File: config.mk
export PLATFORM = sky130hd
export DESIGN_NAME = adc_sequencer
export DESIGN_NICKNAME = d
export VERILOG_FILES = /design/src/core/adc_seq_pkg.sv /design/src/core/adc_sequencer.sv /design/src/core/sync2.sv
export SDC_FILE = /design/constraint.sdc
export NUM_CORES = 1
export LEC_CHECK = 0
export BUFFER_PORTS_ARGS = -buffer_cell sky130_fd_sc_hd__buf_2
export CORE_ASPECT_RATIO = 0.9
export CORE_MARGIN = 1
export CORE_UTILIZATION = 54
export DETAILED_ROUTE_END_ITERATION = 10
export PLACE_DENSITY = 0.78
export SLEW_MARGIN = 10
export SYNTH_ARGS = -nofsm -noshare
export SYNTH_HDL_FRONTEND = slang
export SYNTH_SLANG_ARGS = --single-unit
File: constraint.sdc
create_clock -name clk -period 3.4 [get_ports clk]
set_input_delay 0.68 -clock clk [delete_from_list [all_inputs] [get_ports clk]]
set_output_delay 0.68 -clock clk [all_outputs]
set_load 0.02 [all_outputs]
File: src/core/adc_seq_pkg.sv
// Constants shared by the two-channel converter sequencer
package adc_seq_pkg;

  // ----------------------------------------------------------------
  // Output word layout and counter width
  // ----------------------------------------------------------------
  localparam int WORD_BITS = 32;
  localparam int CODE_BITS = 30;
  localparam int CNT_W = 16;
  localparam logic [5:0] LAST_BIT = 6'h1f;
  localparam logic [29:0] OVER_CODE = 30'h3000_0000;
  localparam logic [29:0] UNDER_CODE = 30'h0fff_ffff;

  // ----------------------------------------------------------------
  // Timing
  // ----------------------------------------------------------------
  localparam int CLK_HZ = 20_000_000;
  localparam int OSC50_HZ = 128_000;
  localparam int OSC60_HZ = 153_600;
  localparam int TICK50_CYC = CLK_HZ / OSC50_HZ;
  localparam int TICK60_CYC = CLK_HZ / OSC60_HZ;
  localparam int SCK_DIV = 8;
  localparam int SCK_HALF_TICKS = SCK_DIV / 2;
  localparam int CONV_TICKS = 20510;
  localparam int CAL_TICKS = 2048;
  localparam int POR_TIME_US = 1000;
  localparam int POR_CYC = POR_TIME_US * (CLK_HZ / 1_000_000);
  localparam int EXT_LOW_MAX_US = 390;
  localparam int EXT_HOLD_CYC = EXT_LOW_MAX_US * (CLK_HZ / 1_000_000) + 1;

endpackage

File: src/core/adc_sequencer.sv
// Conversion, sleep and serial read-out sequencer of a two-channel converter
`timescale 1ns/1ps

// What this block does
// - Channel 0 first, then alternate channels
// - Cycle: convert, sleep, data output, repeat
// - Sleep after conversion while select high
// - Result held unchanged during sleep
// - Select low drives output, wakes to read-out
// - Select high before first rise: sleep
// - Select low at first rise commits read
// - Select rise mid-transfer aborts, starts conversion
// - Output changes on falling serial clock
// - Read-out ends after 32 bits or select high
// - Result belongs to conversion just finished
// - Data output floats while select high
// - Status shown on output outside read-out
// - Internal mode drives clock, enables pull-up
// - External mode takes clock from host
// - Clock mode sampled at reset, select fall
// - Frequency pin high 50Hz, low 60Hz timing
// - Toggling frequency pin becomes system clock
// - Distinct overrange and underrange codes
// - Calibration inside conversion, timing unchanged
// - Power-on reset clears state, channel 0
// - No configuration registers, pin timing only
// - Word: done, channel, sign, 24 bits, 5 sub
// - Done flag high converting, low when finished
// - After 32nd falling edge output goes high
// - Internal serial clock is system clock / 8
module adc_sequencer #(
  parameter int CONV_TICKS = adc_seq_pkg::CONV_TICKS,
  parameter int POR_CYC = adc_seq_pkg::POR_CYC,
  parameter int EXT_HOLD_CYC = adc_seq_pkg::EXT_HOLD_CYC
) (
  input wire logic clk,
  input wire logic rst,
  input wire logic cs_n,
  input wire logic sck_in,
  output logic sck_out,
  output logic sck_oe_n,
  output logic sck_pullup_en,
  output logic sdo_out,
  output logic sdo_oe_n,
  input wire logic notch_freq_select_pin,
  input wire logic [adc_seq_pkg::CODE_BITS-1:0] fe_code,
  input wire logic fe_over,
  input wire logic fe_under,
  output logic conv_busy,
  output logic cal_active,
  output logic chan_sel,
  output logic ext_osc_active
);

  typedef enum logic [1:0] {S_POR, S_CONV, S_SLEEP, S_OUT} st_t;

  // ----------------------------------------------------------------
  // Pin synchronisers
  // ----------------------------------------------------------------
  logic cs_n_s;
  logic sck_s;
  logic notch_s;

  sync2 #(.RST_VAL(1'b1)) u_sync_cs (.clk(clk), .rst(rst), .d(cs_n), .q(cs_n_s));
  sync2 #(.RST_VAL(1'b1)) u_sync_sck (.clk(clk), .rst(rst), .d(sck_in), .q(sck_s));
  sync2 #(.RST_VAL(1'b0)) u_sync_f0 (
    .clk(clk),
    .rst(rst),
    .d(notch_freq_select_pin),
    .q(notch_s)
  );

  // ----------------------------------------------------------------
  // System time base
  // ----------------------------------------------------------------
  logic notch_q_r, notch_q_nxt;
  logic sck_q_r, sck_q_nxt;
  logic [adc_seq_pkg::CNT_W-1:0] div_r, div_nxt;
  logic [adc_seq_pkg::CNT_W-1:0] ext_hold_r, ext_hold_nxt;
  logic tick_r, tick_nxt;

  always_comb begin
    notch_q_nxt = notch_s;
    sck_q_nxt = sck_s;
    ext_hold_nxt = ext_hold_r;
    div_nxt = div_r + 16'h0001;
    tick_nxt = 1'b0;
    // Any pin edge means an oscillator is driving it
    if (notch_s != notch_q_r) begin
      ext_hold_nxt = adc_seq_pkg::CNT_W'(EXT_HOLD_CYC);
    end else if (ext_hold_r != 16'h0000) begin
      ext_hold_nxt = ext_hold_r - 16'h0001;
    end
    if (ext_hold_r != 16'h0000) begin
      div_nxt = 16'h0000;
      tick_nxt = notch_s & ~notch_q_r;
    end else if ((notch_s && div_r == 16'(adc_seq_pkg::TICK50_CYC - 1)) ||
                 (!notch_s && div_r == 16'(adc_seq_pkg::TICK60_CYC - 1))) begin
      div_nxt = 16'h0000;
      tick_nxt = 1'b1;
    end
  end

  always_ff @(posedge clk or posedge rst) begin
    if (rst) begin
      notch_q_r <= 1'b0;
      sck_q_r <= 1'b1;
      div_r <= 16'h0000;
      ext_hold_r <= 16'h0000;
      tick_r <= 1'b0;
    end else begin
      notch_q_r <= notch_q_nxt;
      sck_q_r <= sck_q_nxt;
      div_r <= div_nxt;
      ext_hold_r <= ext_hold_nxt;
      tick_r <= tick_nxt;
    end
  end

  assign ext_osc_active = (ext_hold_r != 16'h0000);

  // ----------------------------------------------------------------
  // Sequencer
  // ----------------------------------------------------------------
  st_t st_r, st_nxt;
  logic ch_r, ch_nxt;
  logic [31:0] shift_r, shift_nxt;
  logic [5:0] bit_cnt_r, bit_cnt_nxt;
  logic committed_r, committed_nxt;
  logic ext_mode_r, ext_mode_nxt;
  logic [adc_seq_pkg::CNT_W-1:0] cnt_r, cnt_nxt;
  logic isck_r, isck_nxt;
  logic [1:0] half_r, half_nxt;
  logic sdo_r, sdo_nxt;
  logic cs_q_r;
  logic sck_rise;
  logic sck_fall;
  logic [adc_seq_pkg::CODE_BITS-1:0] code_sel;

  always_comb begin
    st_nxt = st_r;
    ch_nxt = ch_r;
    shift_nxt = shift_r;
    bit_cnt_nxt = bit_cnt_r;
    committed_nxt = committed_r;
    ext_mode_nxt = ext_mode_r;
    cnt_nxt = cnt_r;
    isck_nxt = isck_r;
    half_nxt = half_r;
    sck_rise = 1'b0;
    sck_fall = 1'b0;
    // Clamped codes for inputs beyond full scale
    if (fe_over) begin
      code_sel = adc_seq_pkg::OVER_CODE;
    end else if (fe_under) begin
      code_sel = adc_seq_pkg::UNDER_CODE;
    end else begin
      code_sel = fe_code;
    end
    // Serial clock edges, from the host or from our own divider
    if (ext_mode_r) begin
      sck_rise = sck_s & ~sck_q_r;
      sck_fall = ~sck_s & sck_q_r;
    end else if (st_r == S_OUT && !cs_n_s && tick_r) begin
      if (half_r == 2'(adc_seq_pkg::SCK_HALF_TICKS - 1)) begin
        half_nxt = 2'h0;
        isck_nxt = ~isck_r;
        sck_rise = ~isck_r;
        sck_fall = isck_r;
      end else begin
        half_nxt = half_r + 2'h1;
      end
    end
    // Clock mode follows the pin level at each select fall
    if (!cs_n_s && cs_q_r) begin
      ext_mode_nxt = ~sck_s;
    end
    unique case (st_r)
      S_POR: begin
        cnt_nxt = cnt_r + 16'h0001;
        if (cnt_r == adc_seq_pkg::CNT_W'(POR_CYC - 1)) begin
          st_nxt = S_CONV;
          cnt_nxt = 16'h0000;
          ext_mode_nxt = ~sck_s;
        end
      end
      S_CONV: begin
        if (tick_r) begin
          cnt_nxt = cnt_r + 16'h0001;
          if (cnt_r == adc_seq_pkg::CNT_W'(CONV_TICKS - 1)) begin
            st_nxt = S_SLEEP;
            shift_nxt = {1'b0, ch_r, code_sel};
          end
        end
      end
      S_SLEEP: begin
        if (!cs_n_s) begin
          st_nxt = S_OUT;
          bit_cnt_nxt = 6'h00;
          committed_nxt = 1'b0;
          half_nxt = 2'h0;
          isck_nxt = 1'b0;
        end
      end
      S_OUT: begin
        if (cs_n_s) begin
          isck_nxt = 1'b0;
          if (committed_r) begin
            st_nxt = S_CONV;
            cnt_nxt = 16'h0000;
            ch_nxt = ~ch_r;
          end else begin
            st_nxt = S_SLEEP;
          end
        end else if (sck_rise) begin
          committed_nxt = 1'b1;
        end else if (sck_fall && committed_r) begin
          shift_nxt = {shift_r[30:0], 1'b0};
          bit_cnt_nxt = bit_cnt_r + 6'h01;
          if (bit_cnt_r == adc_seq_pkg::LAST_BIT) begin
            st_nxt = S_CONV;
            cnt_nxt = 16'h0000;
            ch_nxt = ~ch_r;
            isck_nxt = 1'b0;
          end
        end
      end
    endcase
    // Read-out shows the shift register, otherwise the done flag
    if (st_nxt == S_OUT) begin
      sdo_nxt = shift_nxt[31];
    end else begin
      sdo_nxt = (st_nxt != S_SLEEP);
    end
  end

  always_ff @(posedge clk or posedge rst) begin
    if (rst) begin
      st_r <= S_POR;
      ch_r <= 1'b0;
      shift_r <= 32'h0000_0000;
      bit_cnt_r <= 6'h00;
      committed_r <= 1'b0;
      ext_mode_r <= 1'b0;
      cnt_r <= 16'h0000;
      isck_r <= 1'b0;
      half_r <= 2'h0;
      sdo_r <= 1'b1;
      cs_q_r <= 1'b1;
    end else begin
      st_r <= st_nxt;
      ch_r <= ch_nxt;
      shift_r <= shift_nxt;
      bit_cnt_r <= bit_cnt_nxt;
      committed_r <= committed_nxt;
      ext_mode_r <= ext_mode_nxt;
      cnt_r <= cnt_nxt;
      isck_r <= isck_nxt;
      half_r <= half_nxt;
      sdo_r <= sdo_nxt;
      cs_q_r <= cs_n_s;
    end
  end

  // ----------------------------------------------------------------
  // Pin drivers
  // ----------------------------------------------------------------
  assign sdo_out = sdo_r;
  assign sdo_oe_n = cs_n_s;
  assign sck_out = isck_r;
  assign sck_oe_n = ~(st_r == S_OUT && !ext_mode_r);
  assign sck_pullup_en = ~ext_mode_r;
  assign conv_busy = (st_r == S_CONV);
  assign cal_active = (st_r == S_CONV) &&
                      (int'(cnt_r) + adc_seq_pkg::CAL_TICKS >= CONV_TICKS);
  assign chan_sel = ch_r;
endmodule // adc_sequencer

File: src/core/sync2.sv
// Two-flip-flop synchroniser for one pin input
`timescale 1ns/1ps
module sync2 #(
  parameter logic RST_VAL = 1'b0
) (
  input wire logic clk,
  input wire logic rst,
  input wire logic d,
  output logic q
);

  logic meta_r;

  always_ff @(posedge clk or posedge rst) begin
    if (rst) begin
      meta_r <= RST_VAL;
      q <= RST_VAL;
    end else begin
      meta_r <= d;
      q <= meta_r;
    end
  end

endmodule // sync2

Word level (Yosys, flattened, before mapping). Index checks and enable logic that the tools add are counted.

Add/subtract/negate cells: 6. Magnitude comparators: 1. Equality and inequality tests: 25. Muxes and demuxes: 70. Bitwise logic cells: 10. Reductions and logical operators: 25.

Operators with widths (number): $mux W16 (11); $mux W32 (5); $pmux W32 S2 (1); $mux W30 (2); $pmux W16 S3 (1); $add A16 B1 Y16 const B (2); $eq A16 B15 Y1 const B (2); $eq A16 B8 Y1 const B (2); $mux W1 (28); $mux W2 (14); $mux W6 (4); $add A16 B12 Y17 const B (1); $ge A17 B15 Y1 const B (1); $reduce_bool A16 Y1 (1); $sub A16 B1 Y16 const B (1); $ne A2 B2 Y1 const B (7); $pmux W6 S2 (1); $reduce_and A6 Y1 (2); $reduce_and A5 Y1 (2); $reduce_bool A2 Y1 (5); $ne A3 B2 Y1 const B (3); $eq A2 B2 Y1 const B (4); $logic_and A1 B1 Y1 (8); $pmux W2 S4 (1); 15 further kinds (28).

Flip-flop bits (word level): 105. Logic and storage cells: 160.

Logic depth before layout (Yosys ltp).
Depth in word-level cells: 12. Depth in mapped cells: 9. Depth with buffers taken out: 8.

Modules after synthesis. A second synthesis with hierarchy kept.

Cells, all modules: 580. Area total of the unflattened synthesis: 5519.0 µm².

By module, submodules not included: adc_sequencer (instances 1, cells an instance 571, area each 5352.6 µm², seq. area each 2481.1 µm²); sync2 (u_sync_cs ...) (instances 2, cells an instance 3, area each 56.3 µm², seq. area each 52.6 µm²); sync2 (u_sync_f0) (instances 1, cells an instance 3, area each 53.8 µm², seq. area each 50.0 µm²).

Least setup slack after synthesis. No wires, ideal clock.

Path type: flip-flop to output port. Start: register ext_hold_r[2] (netlist bit). End: output ext_osc_active. Arrival: 1827 ps. Path slack: 893 ps. Stages on the path, launching flop included: 5. Path buffers: 0. Path through: dfrtp_1 > or4_4 > or4_1 > nor2b_2 > inv_1.

Cells in the longest elaborated chain, start to end: 1.

RTL lines: start: declaration (RTL line adc_sequencer.sv:79) `logic [adc_seq_pkg::CNT_W-1:0] ext_hold_r, ext_hold_nxt;`; start signal: assignment (RTL line adc_sequencer.sv:115) `ext_hold_r <= ext_hold_nxt;`; $reduce_bool A16 Y1 (RTL line adc_sequencer.sv:120) `assign ext_osc_active = (ext_hold_r != 16'h0000);`; end: declaration (RTL line adc_sequencer.sv:52) `output logic ext_osc_active`.

Every way passes these cells.

Worst setup path after layout. Ends and elaborated chain as after synthesis.

==> results.yml <==
synthesis:
  synthXorXnorAreaFrac: 0.0439
  syn_inst: 582
  synth_top_family_by_area: "simple AND/OR/NAND/NOR gates"
  synthSimpleGateAreaFrac: 0.244
  synth_mux_area_frac: 0.00766
  synth_area_leader_cell: "dfrtp_1"
  ys_types: 59
  synth_flop_cell: "dfrtp_1"
  postSynth.asyncResetShare: 1.00
  synth.cell_area_mm2: 0.00539
  synth_edf_count: 0
  mappedNetlistNets: 633
  yosysMostFrequentCell: "dfrtp_1"
  synthTopCellsByCount: "dfrtp_1, nand2_1, nor2_1"
  synthAdderAreaFrac: 0.0325
  yosys_warnings: 0
  synth-compound-area-share: 0.148
  avgSynthCellArea_um2: 9.27
  seq_area_frac_synth: 0.489
  ys_seq_elements: 105
  synthTopCellsByArea: "dfrtp_1, nand3_1, nand2_1"
  synth_top_cell_area_share: 0.455
clocking:
  cts_tree: "yes"
  htree_levels: 3
  clockRootBuffer: "clkbuf_8"
  post_cts_buffers: 0
  clock_sinks: 105
  cts_buffers: 9
  clk_latency_ns: 0.37
  cts.clk_slew.worst_paths_ns: 0.09
  ctsLongestPathBuffers: 2
floorplan:
  die-area_mm2: 0.0104
  design.core.area_mm2: 0.00970
  die_h_um: 96.8
  die_w_um: 107
  initial_core_util: 0.556
  rows: 34
  io_pins: 46
sta:
  tns_ns: 0
  drv_slew: 0
  slew_headroom: 0.305
  min_period_over_period: 0.937
  final_hold_viol_count: 0
  min_period_ns: 3.18
  skew_ns: 0.00734
  rsz0062_at_grt: "false"
  worst_slew_pin_slew_ns: 1.04
  clock.fmax_mhz: 314
  setup_viol: 0
global_route:
  grt_pass1_wl_um: 20000
  antenna_found_initial: 0
  grt_usage: 0.240
  grt_pass1_vias: 4228
  grt-ovfl-total: 0
  grt_max_degree: 59
power_and_ir_drop:
  power_density_mw_per_mm2: 385
  leakage_nw: 2.51
  max-vdd-ir-drop_uv: 324
placement:
  hpwl_um: 7950
  dp_cells: 732
  placed_area_mm2: 0.00573
  portBuffers: 45
  gp_congestion: 0.965
run:
  drv_cap: 0
setup_path:
  crit_type: "register to output port"
  arrival_ns: 2.50
  start_kind: "register"
  crit_fanout: 5
  critPathCaptureType: "output port"
  required_ns: 2.72
cells_and_area:
  nNetsFinal: 668
  fin_cells: 748
  stdcell_area_mm2: 0.00597
  fillerInstances: 835
  drive_above_1_share: 0.133
  syn_to_final_growth_pct: 10.7
  diodes: 0
  utilization: 0.615
routing:
  drt_drc_violations_left: 0
  via_count: 4531
  drtIter0Drc: 375
  wl_per_cell_um: 15.8
  routed_wl_um: 11800
  firstDrtPassIters: 5
  postRouteAntennaNets: 0
  post_drt_via_cell_ratio: 6.06
status:
  status: "complete, no violations"
min_path:
  hold_path_class: "primary input to asynchronous set/reset pin"
-- final cells by class --
cell class / instances / area [um2] / area share
repair buffers: 50 / 275 / 0.0461
clock buffers: 12 / 155 / 0.0260
multi-input cells: 428 / 2580 / 0.432
well taps: 126 / 158 / 0.0264
inverters: 23 / 90.1 / 0.0151
flip-flops and latches: 105 / 2640 / 0.442
clock inverters: 4 / 75.1 / 0.0126
-- metrics by stage --
stage | hold WS, ns | total power [mW] | setup WS (ns)
finish | 0.297 | 2.30 | 0.215
global route | 0.315 | 2.38 | 0.101
CTS | 0.302 | 2.32 | 0.211
detailed placement | 0.340 | 1.44 | 0.654
global placement | 0.333 | 1.43 | 0.713
floorplan | 0.331 | 1.39 | 0.893
-- cells in the final DEF (no fill, tap or decap), types with 9 or more instances in the layout --
cell type	netlist	routed
and3_1	10	10
or3_1	12	12
ha_1	14	14
xnor2_1	24	24
inv_1	23	22
clkbuf_8	0	11
a211o_1	9	9
nor3_1	16	15
nor2_1	67	67
nor4_1	12	11
nand2_1	70	70
a21oi_1	18	18
dfrtp_1	98	98
nand3_1	54	54
o211ai_1	33	33
o21ai_0	10	10
buf_2	4	45
-- what timing repair did --
action                     CTS  global route
gates resized for setup      0             1
setup endpoints to repair    0             1
hold buffers                 0             0
-- worst max-delay path: stages (launching register included) --
cell,delay (ns)
dfrtp_1,0.44
or4_4,0.57
or4_1,0.52
nor2b_2,0.30
inv_1,0.12
buf_2,0.18
-- path summary, 6_finish.rpt --
| kind | startpoint | to | slack, ns | depth (start not counted) |
|---|---|---|---|---|
| min reg2reg | u_sync_f0.meta_r$_DFF_PP0_ | u_sync_f0.q$_DFF_PP0_ | 0.36 | 0 |
| min in group clk | u_sync_f0.meta_r$_DFF_PP0_ | u_sync_f0.q$_DFF_PP0_ | 0.36 | 0 |
| max reg2reg | cnt_r[1]$_DFFE_PP0P_ | shift_r[0]$_DFFE_PP0P_ | 0.85 | 7 |
| max | ext_hold_r[2]$_DFFE_PP0P_ | ext_osc_active | 0.22 | 5 |
| max in group asynchronous | rst | sdo_out$_DFF_PP1_ | 2.34 | 3 |
| min | rst | shift_r[1]$_DFFE_PP0P_ | 0.30 | 2 |
-- kinds of logic after synthesis --
| logic type | count (synthesis) |
|---|---|
| fa+ha+maj | 14 |
| compound gates | 110 |
| xor+xnor | 27 |
| simple gates | 273 |
| flops | 105 |
| mux | 4 |
| buf+inv | 49 |
-- report_power, final --
group / total (mW) / switching, mW / leakage [nW] / internal, mW
Combinational: 0.127 / 0.0795 / 1.18 / 0.0479
Sequential: 1.29 / 0.0191 / 1.22 / 1.27
Clock: 0.880 / 0.424 / 0.109 / 0.455
Total: 2.30 / 0.523 / 2.51 / 1.77
-- state kept, by name, summed over array words and instances (netlist names), 2 cells and up --
register    count
shift_r        32
half_r          2
div_r          16
ext_hold_r     16
st_r            2
bit_cnt_r       6
cnt_r          16
-- layer usage --
layer	part of all wire	routed length (um)	global-route usage	vias up
met4	0.019	225	0.0727	0
met1	0.44	5170	0.337	2203
met2	0.49	5750	0.373	155
met3	0.057	678	0.0532	25
met5	0	0	0	-
li1	-	-	-	2148
No activity file was read; power rests on OpenSTA's default activity.
